--- src/design/svw_pkg.sv ---
// svw_pkg: constants, state encodings and carriers for the supervisor watchdog core.
// assumes a single 25 MHz clock; every time below is turned into clock cycles here.
package svw_pkg;

    // clock rate in kHz so that ms and us conversions stay well inside 32 bits
    localparam int unsigned CLK_KHZ = 25000;
    localparam int unsigned CNT_W = 26;

    // reset hold after supply valid, also the fault pulse length (nominal)
    localparam int unsigned HOLD_MS = 200;
    localparam int unsigned HOLD_CYC = HOLD_MS * CLK_KHZ;
    // timeout-select pin probe time, least time rounded up
    localparam int unsigned PROBE_US = 390;
    localparam int unsigned PROBE_CYC = (PROBE_US * CLK_KHZ + 999) / 1000;
    // settling after the enable pin goes from low to high, rounded up
    localparam int unsigned SETTLE_US = 140;
    localparam int unsigned SETTLE_CYC = (SETTLE_US * CLK_KHZ + 999) / 1000;
    // fixed watchdog timeouts for an open or pulled-up select pin
    localparam int unsigned TMO_OPEN_MS = 1600;
    localparam int unsigned TMO_OPEN_CYC = TMO_OPEN_MS * CLK_KHZ;
    localparam int unsigned TMO_PULL_MS = 200;
    localparam int unsigned TMO_PULL_CYC = TMO_PULL_MS * CLK_KHZ;

    // classification of the timeout-select pin
    typedef enum logic [1:0] {
        SVW_MODE_NONE = 2'h0,
        SVW_MODE_OPEN = 2'h1,
        SVW_MODE_PULL = 2'h2,
        SVW_MODE_CAP = 2'h3
    } svw_mode_t;

    // supply sequencing states, one-hot
    typedef enum logic [2:0] {
        SVW_S_LOW = 3'h1,
        SVW_S_HOLD = 3'h2,
        SVW_S_RUN = 3'h4
    } svw_sup_t;

    // watchdog states, one-hot
    typedef enum logic [4:0] {
        SVW_W_OFF = 5'h01,
        SVW_W_DIS = 5'h02,
        SVW_W_SETTLE = 5'h04,
        SVW_W_RUN = 5'h08,
        SVW_W_FAULT = 5'h10
    } svw_wd_t;

    // what the analog probe of the timeout-select pin reports
    typedef struct packed {
        logic cap_seen;
        logic pulled_up;
    } svw_probe_t;

endpackage

--- src/design/svw_cnt.sv ---
// svw_cnt: saturating up-counter used for every interval of the watchdog core.
// assumes clear and run come from the same clock domain as clk.
`timescale 1ns/1ns
module svw_cnt #(
    parameter int unsigned W = 26
) (
    input wire logic clk,
    input wire logic rst,
    input wire logic clear,
    input wire logic run,
    output logic [W-1:0] count_q
);

    logic [W-1:0] count_d;

    // saturate so a stalled interval never wraps back to a small value
    always_comb begin
        count_d = count_q;
        if (clear) begin
            count_d = '0;
        end else if (run && (count_q != {W{1'b1}})) begin
            count_d = count_q + W'(1);
        end
    end

    always_ff @(posedge clk) begin
        if (rst) begin
            count_q <= '0;
        end else begin
            count_q <= count_d;
        end
    end

endmodule // svw_cnt

--- src/design/svw_core.sv ---
// svw_core: digital core of a supply supervisor with a kick watchdog.
// assumes comparator, probe and charge inputs are already synchronous to clk;
// open-drain pins are given as level plus drive enable, pull-ups sit outside.
`timescale 1ns/1ns
// Contract
// RQ1 - reset low while supply below threshold
// RQ2 - hold reset after supply valid, then release
// RQ3 - reset hold nominally 200 ms
// RQ4 - reprobe select pin on each valid entry
// RQ5 - classify pin open, pulled up, capacitor
// RQ6 - fixed timeouts 1600 ms open, 200 ms pulled
// RQ7 - only falling kick edges act
// RQ8 - late kick drives fault output low
// RQ9 - interval measured falling edge to falling edge
// RQ10 - watchdog off, kicks ignored during reset
// RQ11 - watchdog resumes after reset release
// RQ12 - fault output held low for hold time
// RQ13 - fault output released while reset low
// RQ14 - enable low disables watchdog, ignores kicks
// RQ15 - enable high runs watchdog normally
// RQ16 - ignore kicks 140 us after enabling
// RQ17 - host keeps kick at solid level
// RQ18 - accepted kick restarts interval from zero
// RQ19 - capacitor mode ends on charge-done input
// RQ20 - after fault pulse restart interval
module svw_core #(
    parameter logic [25:0] HOLD_CYCLES = 26'(svw_pkg::HOLD_CYC),
    parameter logic [25:0] PROBE_CYCLES = 26'(svw_pkg::PROBE_CYC),
    parameter logic [25:0] TMO_OPEN_CYCLES = 26'(svw_pkg::TMO_OPEN_CYC),
    parameter logic [25:0] TMO_PULL_CYCLES = 26'(svw_pkg::TMO_PULL_CYC)
) (
    input wire logic clk,
    input wire logic rst,
    input wire logic supply_low,
    input wire logic supply_valid,
    input wire svw_pkg::svw_probe_t probe_sense,
    input wire logic wdog_enable,
    input wire logic kick_in,
    input wire logic charge_done,
    output logic system_reset_out_n,
    output logic system_reset_oe,
    output logic wdog_fault_out_n,
    output logic wdog_fault_oe,
    output svw_pkg::svw_mode_t timeout_mode,
    output logic wdog_active,
    output logic charge_restart
);

    localparam logic [25:0] SETTLE_CYCLES = 26'(svw_pkg::SETTLE_CYC);

    svw_pkg::svw_sup_t sup_q, sup_d;
    svw_pkg::svw_mode_t mode_q, mode_d;
    logic probe_busy_q, probe_busy_d;
    logic rst_n_q, rst_n_d;
    logic [25:0] hold_cnt;
    logic [25:0] probe_cnt;
    logic hold_clr;

    // supply counters: the hold counter only runs while holding reset
    svw_cnt #(.W(svw_pkg::CNT_W)) u_hold_cnt (
        .clk(clk),
        .rst(rst),
        .clear(hold_clr),
        .run(1'b1),
        .count_q(hold_cnt)
    );

    svw_cnt #(.W(svw_pkg::CNT_W)) u_probe_cnt (
        .clk(clk),
        .rst(rst),
        .clear(!probe_busy_q),
        .run(1'b1),
        .count_q(probe_cnt)
    );

    // supply sequencing, pin probe and system reset level
    always_comb begin
        sup_d = sup_q;
        mode_d = mode_q;
        probe_busy_d = probe_busy_q;
        hold_clr = (sup_q != svw_pkg::SVW_S_HOLD);
        case (sup_q)
            svw_pkg::SVW_S_LOW: begin
                // RQ4 reprobe on entry
                if (supply_valid && !supply_low) begin
                    sup_d = svw_pkg::SVW_S_HOLD;
                    probe_busy_d = 1'b1;
                    mode_d = svw_pkg::SVW_MODE_NONE;
                end
            end
            svw_pkg::SVW_S_HOLD: begin
                // RQ2 RQ3 hold then release
                if (supply_low) begin
                    sup_d = svw_pkg::SVW_S_LOW;
                end else if (hold_cnt >= HOLD_CYCLES - 26'h0001) begin
                    sup_d = svw_pkg::SVW_S_RUN;
                end
            end
            svw_pkg::SVW_S_RUN: begin
                // RQ1 dropout asserts reset
                if (supply_low) begin
                    sup_d = svw_pkg::SVW_S_LOW;
                end
            end
            default: begin
                sup_d = svw_pkg::SVW_S_LOW;
            end
        endcase
        // RQ5 classify at probe end
        if (probe_busy_q) begin
            if (supply_low) begin
                probe_busy_d = 1'b0;
            end else if (probe_cnt >= PROBE_CYCLES - 26'h0001) begin
                probe_busy_d = 1'b0;
                if (probe_sense.cap_seen) begin
                    mode_d = svw_pkg::SVW_MODE_CAP;
                end else if (probe_sense.pulled_up) begin
                    mode_d = svw_pkg::SVW_MODE_PULL;
                end else begin
                    mode_d = svw_pkg::SVW_MODE_OPEN;
                end
            end
        end
        // RQ1 reset low unless running
        rst_n_d = (sup_d == svw_pkg::SVW_S_RUN);
    end

    always_ff @(posedge clk) begin
        if (rst) begin
            sup_q <= svw_pkg::SVW_S_LOW;
            mode_q <= svw_pkg::SVW_MODE_NONE;
            probe_busy_q <= 1'b0;
            rst_n_q <= 1'b0;
        end else begin
            sup_q <= sup_d;
            mode_q <= mode_d;
            probe_busy_q <= probe_busy_d;
            rst_n_q <= rst_n_d;
        end
    end

    svw_pkg::svw_wd_t wd_q, wd_d;
    logic kick_prev_q;
    logic fault_n_q, fault_n_d;
    logic restart_q;
    logic wd_clr;
    logic kick_fall;
    logic expired;
    logic [25:0] wd_cnt;
    logic [25:0] tmo_limit;

    // one counter serves settling, the kick interval and the fault pulse
    svw_cnt #(.W(svw_pkg::CNT_W)) u_wd_cnt (
        .clk(clk),
        .rst(rst),
        .clear(wd_clr),
        .run(1'b1),
        .count_q(wd_cnt)
    );

    // RQ7 falling edge only
    assign kick_fall = kick_prev_q && !kick_in;

    // RQ6 fixed timeout select
    always_comb begin
        case (mode_q)
            svw_pkg::SVW_MODE_OPEN: tmo_limit = TMO_OPEN_CYCLES;
            svw_pkg::SVW_MODE_PULL: tmo_limit = TMO_PULL_CYCLES;
            default: tmo_limit = TMO_OPEN_CYCLES;
        endcase
    end

    // RQ19 capacitor ends interval
    assign expired = (mode_q == svw_pkg::SVW_MODE_CAP) ? charge_done :
        ((mode_q != svw_pkg::SVW_MODE_NONE) && (wd_cnt >= tmo_limit - 26'h0001));

    // watchdog sequencing; kicks during settle and fault pulse are dropped
    always_comb begin
        wd_d = wd_q;
        wd_clr = 1'b0;
        // follow the next supply state, so the fault pin lets go on the
        // same edge that the system reset pin asserts, never a cycle later
        if (sup_d != svw_pkg::SVW_S_RUN) begin
            // RQ10 off during reset
            wd_d = svw_pkg::SVW_W_OFF;
            wd_clr = 1'b1;
        end else begin
            case (wd_q)
                svw_pkg::SVW_W_OFF: begin
                    // RQ11 resume after release
                    wd_clr = 1'b1;
                    wd_d = wdog_enable ? svw_pkg::SVW_W_RUN : svw_pkg::SVW_W_DIS;
                end
                svw_pkg::SVW_W_DIS: begin
                    // RQ14 disabled ignores kicks
                    wd_clr = 1'b1;
                    if (wdog_enable) begin
                        wd_d = svw_pkg::SVW_W_SETTLE;
                    end
                end
                svw_pkg::SVW_W_SETTLE: begin
                    // RQ16 settle before kicks count
                    if (!wdog_enable) begin
                        wd_d = svw_pkg::SVW_W_DIS;
                        wd_clr = 1'b1;
                    end else if (wd_cnt >= SETTLE_CYCLES - 26'h0001) begin
                        wd_d = svw_pkg::SVW_W_RUN;
                        wd_clr = 1'b1;
                    end
                end
                svw_pkg::SVW_W_RUN: begin
                    // RQ15 RQ8 RQ9 RQ18 timed kicks
                    if (!wdog_enable) begin
                        wd_d = svw_pkg::SVW_W_DIS;
                        wd_clr = 1'b1;
                    end else if (kick_fall) begin
                        wd_clr = 1'b1;
                    end else if (expired) begin
                        wd_d = svw_pkg::SVW_W_FAULT;
                        wd_clr = 1'b1;
                    end
                end
                svw_pkg::SVW_W_FAULT: begin
                    // RQ12 RQ20 pulse then restart
                    if (!wdog_enable) begin
                        wd_d = svw_pkg::SVW_W_DIS;
                        wd_clr = 1'b1;
                    end else if (wd_cnt >= HOLD_CYCLES - 26'h0001) begin
                        wd_d = svw_pkg::SVW_W_RUN;
                        wd_clr = 1'b1;
                    end
                end
                default: begin
                    wd_d = svw_pkg::SVW_W_OFF;
                    wd_clr = 1'b1;
                end
            endcase
        end
        // RQ13 released unless faulting
        fault_n_d = (wd_d != svw_pkg::SVW_W_FAULT);
    end

    always_ff @(posedge clk) begin
        if (rst) begin
            wd_q <= svw_pkg::SVW_W_OFF;
            kick_prev_q <= 1'b1;
            fault_n_q <= 1'b1;
            restart_q <= 1'b0;
        end else begin
            wd_q <= wd_d;
            kick_prev_q <= kick_in;
            fault_n_q <= fault_n_d;
            restart_q <= wd_clr && (wd_q == svw_pkg::SVW_W_RUN || wd_d == svw_pkg::SVW_W_RUN);
        end
    end

    // outputs straight from flops, wdog_active decoded from wd_q; open-drain enables mirror the low level
    assign system_reset_out_n = rst_n_q;
    assign system_reset_oe = !rst_n_q;
    assign wdog_fault_out_n = fault_n_q;
    assign wdog_fault_oe = !fault_n_q;
    assign timeout_mode = mode_q;
    assign wdog_active = (wd_q == svw_pkg::SVW_W_RUN);
    assign charge_restart = restart_q;

endmodule // svw_core

--- config.mk ---
export PLATFORM = sky130hd
export DESIGN_NAME = svw_core
export DESIGN_NICKNAME = d
export VERILOG_FILES = /design/src/design/svw_pkg.sv /design/src/design/svw_cnt.sv /design/src/design/svw_core.sv
export SDC_FILE = /design/constraint.sdc
export NUM_CORES = 1
export LEC_CHECK = 0
export BUFFER_PORTS_ARGS = -buffer_cell sky130_fd_sc_hd__buf_2
export CAP_MARGIN = 10
export CORE_ASPECT_RATIO = 0.9
export CORE_MARGIN = 2
export CORE_UTILIZATION = 45
export CTS_BUF_LIST = sky130_fd_sc_hd__clkbuf_4 sky130_fd_sc_hd__clkbuf_8
export DETAILED_ROUTE_END_ITERATION = 16
export GPL_ROUTABILITY_DRIVEN = 0
export PLACE_DENSITY = 0.68
export SKIP_LAST_GASP = 1
export SYNTH_ARGS = -nofsm -noshare
export SYNTH_HDL_FRONTEND = slang
export SYNTH_SLANG_ARGS = --single-unit
--- constraint.sdc ---
create_clock -name clk -period 3.3 [get_ports clk]
set_clock_uncertainty 0.15 [all_clocks]
set_input_delay 0.495 -clock clk [delete_from_list [all_inputs] [get_ports clk]]
set_output_delay 0.495 -clock clk [all_outputs]
set_load 0.1 [all_outputs]
==> results of run 1 <==
[cell type report]
class	count	area [µm²]
clock buffers	9	124
clock inverters	7	97.6
fillers	1100	5780
inverters	22	82.6
multi-input cells	485	3090
flip-flops and latches	93	1860
well taps	156	195
repair buffers	20	110
[placed cells by master, fill, tap and decap left out, types with 3 or more instances in the layout]
cell type  instances
dfxtp_1           92
nor2_1            78
nand2_1           42
xor2_1            39
nor4_1            36
nand3_1           34
nand4_1           33
xnor2_1           26
inv_1             22
nor3_1            22
buf_2             16
o21ai_0           15
a21oi_1           15
ha_1              11
and4_1            10
and2_1            10
a211oi_1          10
nand2b_1           9
clkbuf_8           9
and3_1             8
or3_1              7
nand3b_1           6
o211ai_1           5
nor2b_1            4
or2_2              4
buf_4              4
or4_1              3
nor4_2             3
and4b_1            3
mux2i_1            3
a32oi_1            3
o31ai_1            3
nor3b_1            3
[logic make-up (layout without fill, tap and decap cells)]
| family | Yosys count | count (layout) |
|---|---|---|
| AO/OA/AOI/OAI | 80 | 80 |
| XOR/XNOR | 65 | 65 |
| adder cells (fa/ha/maj) | 12 | 12 |
| buffers and inverters | 56 | 58 |
| flip-flops | 93 | 93 |
| multiplexers | 4 | 4 |
| AND/OR/NAND/NOR | 324 | 324 |
[per-stage QoR]
stage	instances	instance area (µm²)	setup slack (ns)	hold WS (ns)	power, mW
after floorplan	634	5200	0.0638	0.321	1.17
after global placement	776	5340	0.446	0.333	1.18
after detailed placement	776	5340	0.322	0.361	1.18
after CTS	792	5560	0.287	0.158	2.03
after global routing	792	5560	0.0537	0.158	2.07
final	792	5560	0.313	0.169	2.01
[where the power goes]
group,leakage [nW],internal (mW),switching [mW]
clock,0.106,0.429,0.424
combinational,0.941,0.0116,0.0172
sequential,0.750,1.12,0.00300
[state kept, by name, indices dropped and copies added (netlist names)]
register / count
probe_busy_q: 1
wdog_fault_out_n: 1
u_wd_cnt.count_q: 26
timeout_mode: 2
wd_q: 5
u_probe_cnt.count_q: 26
charge_restart: 1
sup_q: 3
u_hold_cnt.count_q: 26
system_reset_out_n: 1
kick_prev_q: 1
[critical path, stage by stage (launching register included)]
cell	delay, ns
dfxtp_1	0.44
nand2b_1	0.26
ha_1	0.31
a2111oi_1	0.44
o211ai_1	0.14
a32oi_1	0.19
o21a_1	0.25
a21oi_4	0.07
buf_4	0.24
a2111oi_0	0.38
[routing by layer]
metal	global-route usage [%]	wire length (µm)
met5	0	0
met4	5.88	155
met3	4.68	546
met2	31.2	5470
met1	24.7	5260
[how the worst max path moves through the flow]
stage                                           from                                end  slack [ns]  cells after the start
after floorplan           timeout_mode[0]$_SDFF_PP0_  u_wd_cnt.count_q[10]$_SDFFE_PP0P_        0.06                      9
after global placement    timeout_mode[0]$_SDFF_PP0_   u_wd_cnt.count_q[1]$_SDFFE_PP0P_        0.45                      9
after detailed placement  timeout_mode[0]$_SDFF_PP0_   u_wd_cnt.count_q[1]$_SDFFE_PP0P_        0.32                      9
after CTS                 timeout_mode[0]$_SDFF_PP0_   u_wd_cnt.count_q[1]$_SDFFE_PP0P_        0.29                      9
after global routing      timeout_mode[0]$_SDFF_PP0_   u_wd_cnt.count_q[1]$_SDFFE_PP0P_        0.05                      9
final                     timeout_mode[0]$_SDFF_PP0_   u_wd_cnt.count_q[1]$_SDFFE_PP0P_        0.31                      9
==> flow_summary.json, run 1 <==
{
  "slew_violations": 0,
  "cts.repair.resized": 0,
  "dieHeight_um": 106,
  "synth_fp_nets": 654,
  "worstMarginPinSlew_ns": 0.990,
  "area_growth_pct": 6.98,
  "synth_top_family_by_area": "simple AND/OR/NAND/NOR gates",
  "drt_wl_total_mm": 11.4,
  "antenna_found_initial": 0,
  "dr.first_iter.drc_count": 393,
  "ys_ff_latch": 93,
  "synthesis.instances": 634,
  "rr_endpoint": "u_wd_cnt.count_q[1]$_SDFFE_PP0P_",
  "synth_compound_area_share_pct": 11.1,
  "async_flop_share_pct": 0,
  "end_kind": "register",
  "rows": 37,
  "wire_per_inst_um": 14.4,
  "synth_ff_type": "dfxtp_1",
  "fmax_mhz": 335,
  "fp.dieArea_um2": 12400,
  "ir_worst_vdd_v": 0.000234,
  "final_nets": 651,
  "synth_cell_types": 68,
  "drtPass1Iterations": 4,
  "status": "completed",
  "ys_top_cells_by_count": "dfxtp_1 (93), nor2_1 (78), nand2_1 (42)",
  "r2r_cells": 9,
  "grt_pass1_wl_mm": 19.5,
  "layout_min_cycle_time_ns": 2.99,
  "timing.final.crit_share_pct": 90.5,
  "synth_xor_area_share_pct": 11.0,
  "clkSinkCount": 93,
  "maxCapViolations": 0,
  "ys_seq_area_share_pct": 35.8,
  "cts_buffer_depth": 2,
  "vias": 4517,
  "root_buffer": "clkbuf_8",
  "clkLatencyLatePin_ns": 0.37,
  "holdPathEnd": "kick_prev_q$_SDFF_PP1_",
  "synth_fa_ha_area_share_pct": 2.84,
  "antenna_left": 0,
  "worstSetupPathType": "reg -> reg",
  "hold_class": "in -> reg",
  "reg2reg_from": "timeout_mode[0]$_SDFF_PP0_",
  "die_w_um": 117,
  "cts_hold_buf": 0,
  "finalSetupTns_ns": 0,
  "start_util_pct": 45.8,
  "synth_top_area_share_pct": 35.8,
  "setup_viol": 0,
  "relSlewSlack_pct": 34.0,
  "synth_area_um2": 5200,
  "ios": 17,
  "crit_fanout": 26,
  "powerDensity_nw_per_um2": 361,
  "hp-start": "kick_in",
  "min_path_cells": 2,
  "drc": 0,
  "dp_hpwl_mm": 7.94,
  "cts_inserted_buffers": 9,
  "final_util_pct": 49.0,
  "core_um2": 11300,
  "yosys.area_share.simple_pct": 33.7,
  "htree_num_levels": 3,
  "gr-total-overflow": 0,
  "synth_area_leaders": "dfxtp_1 (36%), xor2_1 (6.6%), nor2_1 (5.6%)",
  "r2r_slack_ns": 0.31,
  "clk_pin_slew_worst_paths_ns": 0.09,
  "ys_warn_count": 0,
  "cp-start-kind": "register",
  "yosysTopAreaCell": "dfxtp_1",
  "insertedDiodeCount": 0,
  "synthMuxAreaShare_pct": 0.794,
  "portBuffers": 16,
  "cp.arrival_ns": 3.09,
  "p_leak_nw": 1.80,
  "grt_max_degree": 28,
  "viasPerCell": 5.70,
  "track_usage_pct": 19.1,
  "syn_area_per_cell_um2": 8.20,
  "post_cts_buffers": 0,
  "hold_viol": 0,
  "required_ns": 3.40,
  "yosysMostFrequentCell": "dfxtp_1",
  "rsz0062_at_grt": "false",
  "cts_tree": "built",
  "grt_pass1_vias": 4315,
  "drive_above_1_share_pct": 8.33,
  "synth-edff-count": 0
}
No activity file was read; power rests on OpenSTA's default activity.
==> run 2, diff against run 1 <==
REMOVE_ABC_BUFFERS = 1   (was default)
==> flow_summary.json, run 2 (same netlist as run 1, synthesis figures left out) <==
{
  "status": "completed",
  "viasPerCell": 5.72,
  "seqCellArea_um2": 1860,
  "core_um2": 11300,
  "cp.arrival_ns": 3.02,
  "maxCapViolations": 0,
  "p_switching_mw": 0.436,
  "routed.top_layer": "met4",
  "clkPwrFrac_pct": 44.3,
  "p_sw_share_pct": 21.0,
  "fmax_mhz": 339,
  "p_leak_nw": 1.80,
  "slew_violations": 0,
  "rr_endpoint": "u_wd_cnt.count_q[21]$_SDFFE_PP0P_",
  "grt_pass1_vias": 4158,
  "grt_pass1_wl_mm": 19.5,
  "routed-wl-met3_um": 509,
  "cts_buffer_depth": 2,
  "power_frac_seq_pct": 54.2,
  "pre_cts_ws_ns": 0.335,
  "crit_start": "timeout_mode[0]$_SDFF_PP0_",
  "cts.repair.resized": 0,
  "reg2reg_from": "timeout_mode[0]$_SDFF_PP0_",
  "antenna_found_initial": 0,
  "drive_above_1_share_pct": 7.89,
  "critPathSlowestCell": "or4b_1",
  "dr_wl_met2_mm": 5.25,
  "drt-met1-wl_mm": 5.52,
  "hold_class": "in -> reg",
  "worstMarginPinSlew_ns": 0.960,
  "timing.final.crit_share_pct": 89.5,
  "drt_wl_total_mm": 11.3,
  "cp-start-kind": "register",
  "drtPass1Iterations": 5,
  "gr-total-overflow": 0,
  "largestRegisters": "u_hold_cnt.count_q: 26 flops, u_probe_cnt.count_q: 26 flops, u_wd_cnt.count_q: 26 flops",
  "dieHeight_um": 106,
  "wire_per_inst_um": 14.4,
  "multi_input_area_um2": 3090,
  "clk_pin_slew_worst_paths_ns": 0.09,
  "r2r_slack_ns": 0.35,
  "antenna_left": 0,
  "r2r_cells": 9,
  "end_kind": "register",
  "crit_end": "u_wd_cnt.count_q[21]$_SDFFE_PP0P_",
  "dp_hpwl_mm": 7.97,
  "crit_path_max_incr_delay_ns": 0.45,
  "root_buffer": "clkbuf_8",
  "drc": 0,
  "insertedDiodeCount": 0,
  "worstSetupPathType": "reg -> reg",
  "cts_tree": "built",
  "start_util_pct": 45.8,
  "fp.dieArea_um2": 12400,
  "layout_min_cycle_time_ns": 2.95,
  "rsz0062_at_grt": "false",
  "cts_inserted_buffers": 9,
  "total_power_mw": 2.08,
  "fin_area_um2": 5570,
  "setup_slack_ns": 0.347,
  "hold_viol": 0,
  "post_cts_buffers": 0,
  "final_cell_mix": "dfxtp_1 (93), nor2_1 (78), nand2_1 (42)",
  "htree_num_levels": 3,
  "finalSetupTns_ns": 0,
  "required_ns": 3.37,
  "clkSinkCount": 93,
  "pwr-share-comb_pct": 1.4,
  "worstPathCellList": "nand2b_1, ha_1, or4b_1, a211oi_2, nand3b_1, or3_4, a21oi_4, buf_4, nor4_1",
  "rows": 37,
  "dpl_cell_area_um2": 5320,
  "ir_worst_vdd_v": 0.000172,
  "area_growth_pct": 7.08,
  "powerDensity_nw_per_um2": 373,
  "dr.first_iter.drc_count": 277,
  "final_util_pct": 49.1,
  "min_path_cells": 2,
  "vias": 4515,
  "setup_viol": 0,
  "relSlewSlack_pct": 36.0,
  "grt_max_degree": 29,
  "ios": 17,
  "final_nets": 649,
  "track_usage_pct": 19.2,
  "crit_fanout": 26,
  "fillers": 1107,
  "cts_hold_buf": 0,
  "portBuffers": 16,
  "layout_commonest_cell": "dfxtp_1",
  "die_w_um": 117,
  "clkLatencyLatePin_ns": 0.37,
  "p_int_mw": 1.64
}
-- run 2: how the worst min path moves through the flow --
stage / start / end / slack, ns
after floorplan: u_wd_cnt.count_q[1]$_SDFFE_PP0P_ / u_wd_cnt.count_q[1]$_SDFFE_PP0P_ / 0.33
after CTS: wdog_enable / wd_q[1]$_SDFF_PP0_ / 0.17
after global routing: wdog_enable / wd_q[1]$_SDFF_PP0_ / 0.18
after global placement: u_wd_cnt.count_q[1]$_SDFFE_PP0P_ / u_wd_cnt.count_q[1]$_SDFFE_PP0P_ / 0.34
final: wdog_enable / wd_q[1]$_SDFF_PP0_ / 0.19
after detailed placement: u_wd_cnt.count_q[1]$_SDFFE_PP0P_ / u_wd_cnt.count_q[1]$_SDFFE_PP0P_ / 0.35
-- run 2: per-stage QoR --
| stage | hold WS (ns) | instances |
|---|---|---|
| after floorplan | 0.326 | 600 |
| after global placement | 0.337 | 774 |
| after detailed placement | 0.351 | 774 |
| after CTS | 0.167 | 790 |
| after global routing | 0.176 | 790 |
| final | 0.186 | 790 |
-- run 2: power by group through the flow --
stage	registers, mW	logic (mW)	clock network [mW]
6_report	1.13	0.0299	0.922
5_1_grt	1.13	0.0343	0.983
4_1_cts	1.13	0.0302	0.941
3_5_place_dp	1.15	0.0299	0
3_3_place_gp	1.15	0.0293	0
2_1_floorplan	1.15	0.0168	0
-- run 2: final cells by class --
class / count / area share, %
Clock inverter: 7 / 2.16
Inverter: 22 / 1.48
Tap cell: 156 / 3.51
Clock buffer: 9 / 2.23
Sequential cell: 93 / 33.4
Timing Repair Buffer: 18 / 1.71
Multi-Input combinational cell: 485 / 55.5
-- run 2: per-layer routing --
| metal | up-vias | global-route usage (%) |
|---|---|---|
| met5 | - | 0 |
| met4 | 0 | 3.95 |
| met3 | 6 | 4.50 |
| met2 | 93 | 30.7 |
| met1 | 2124 | 26.3 |
| li1 | 2292 | - |
-- run 2: critical path: cells and delay by family, from the launching register on --
kind	cells	cell delay, ns
compound gates	2	0.37
buf+inv	1	0.30
flops	1	0.37
simple gates	5	1.30
fa+ha+maj	1	0.32
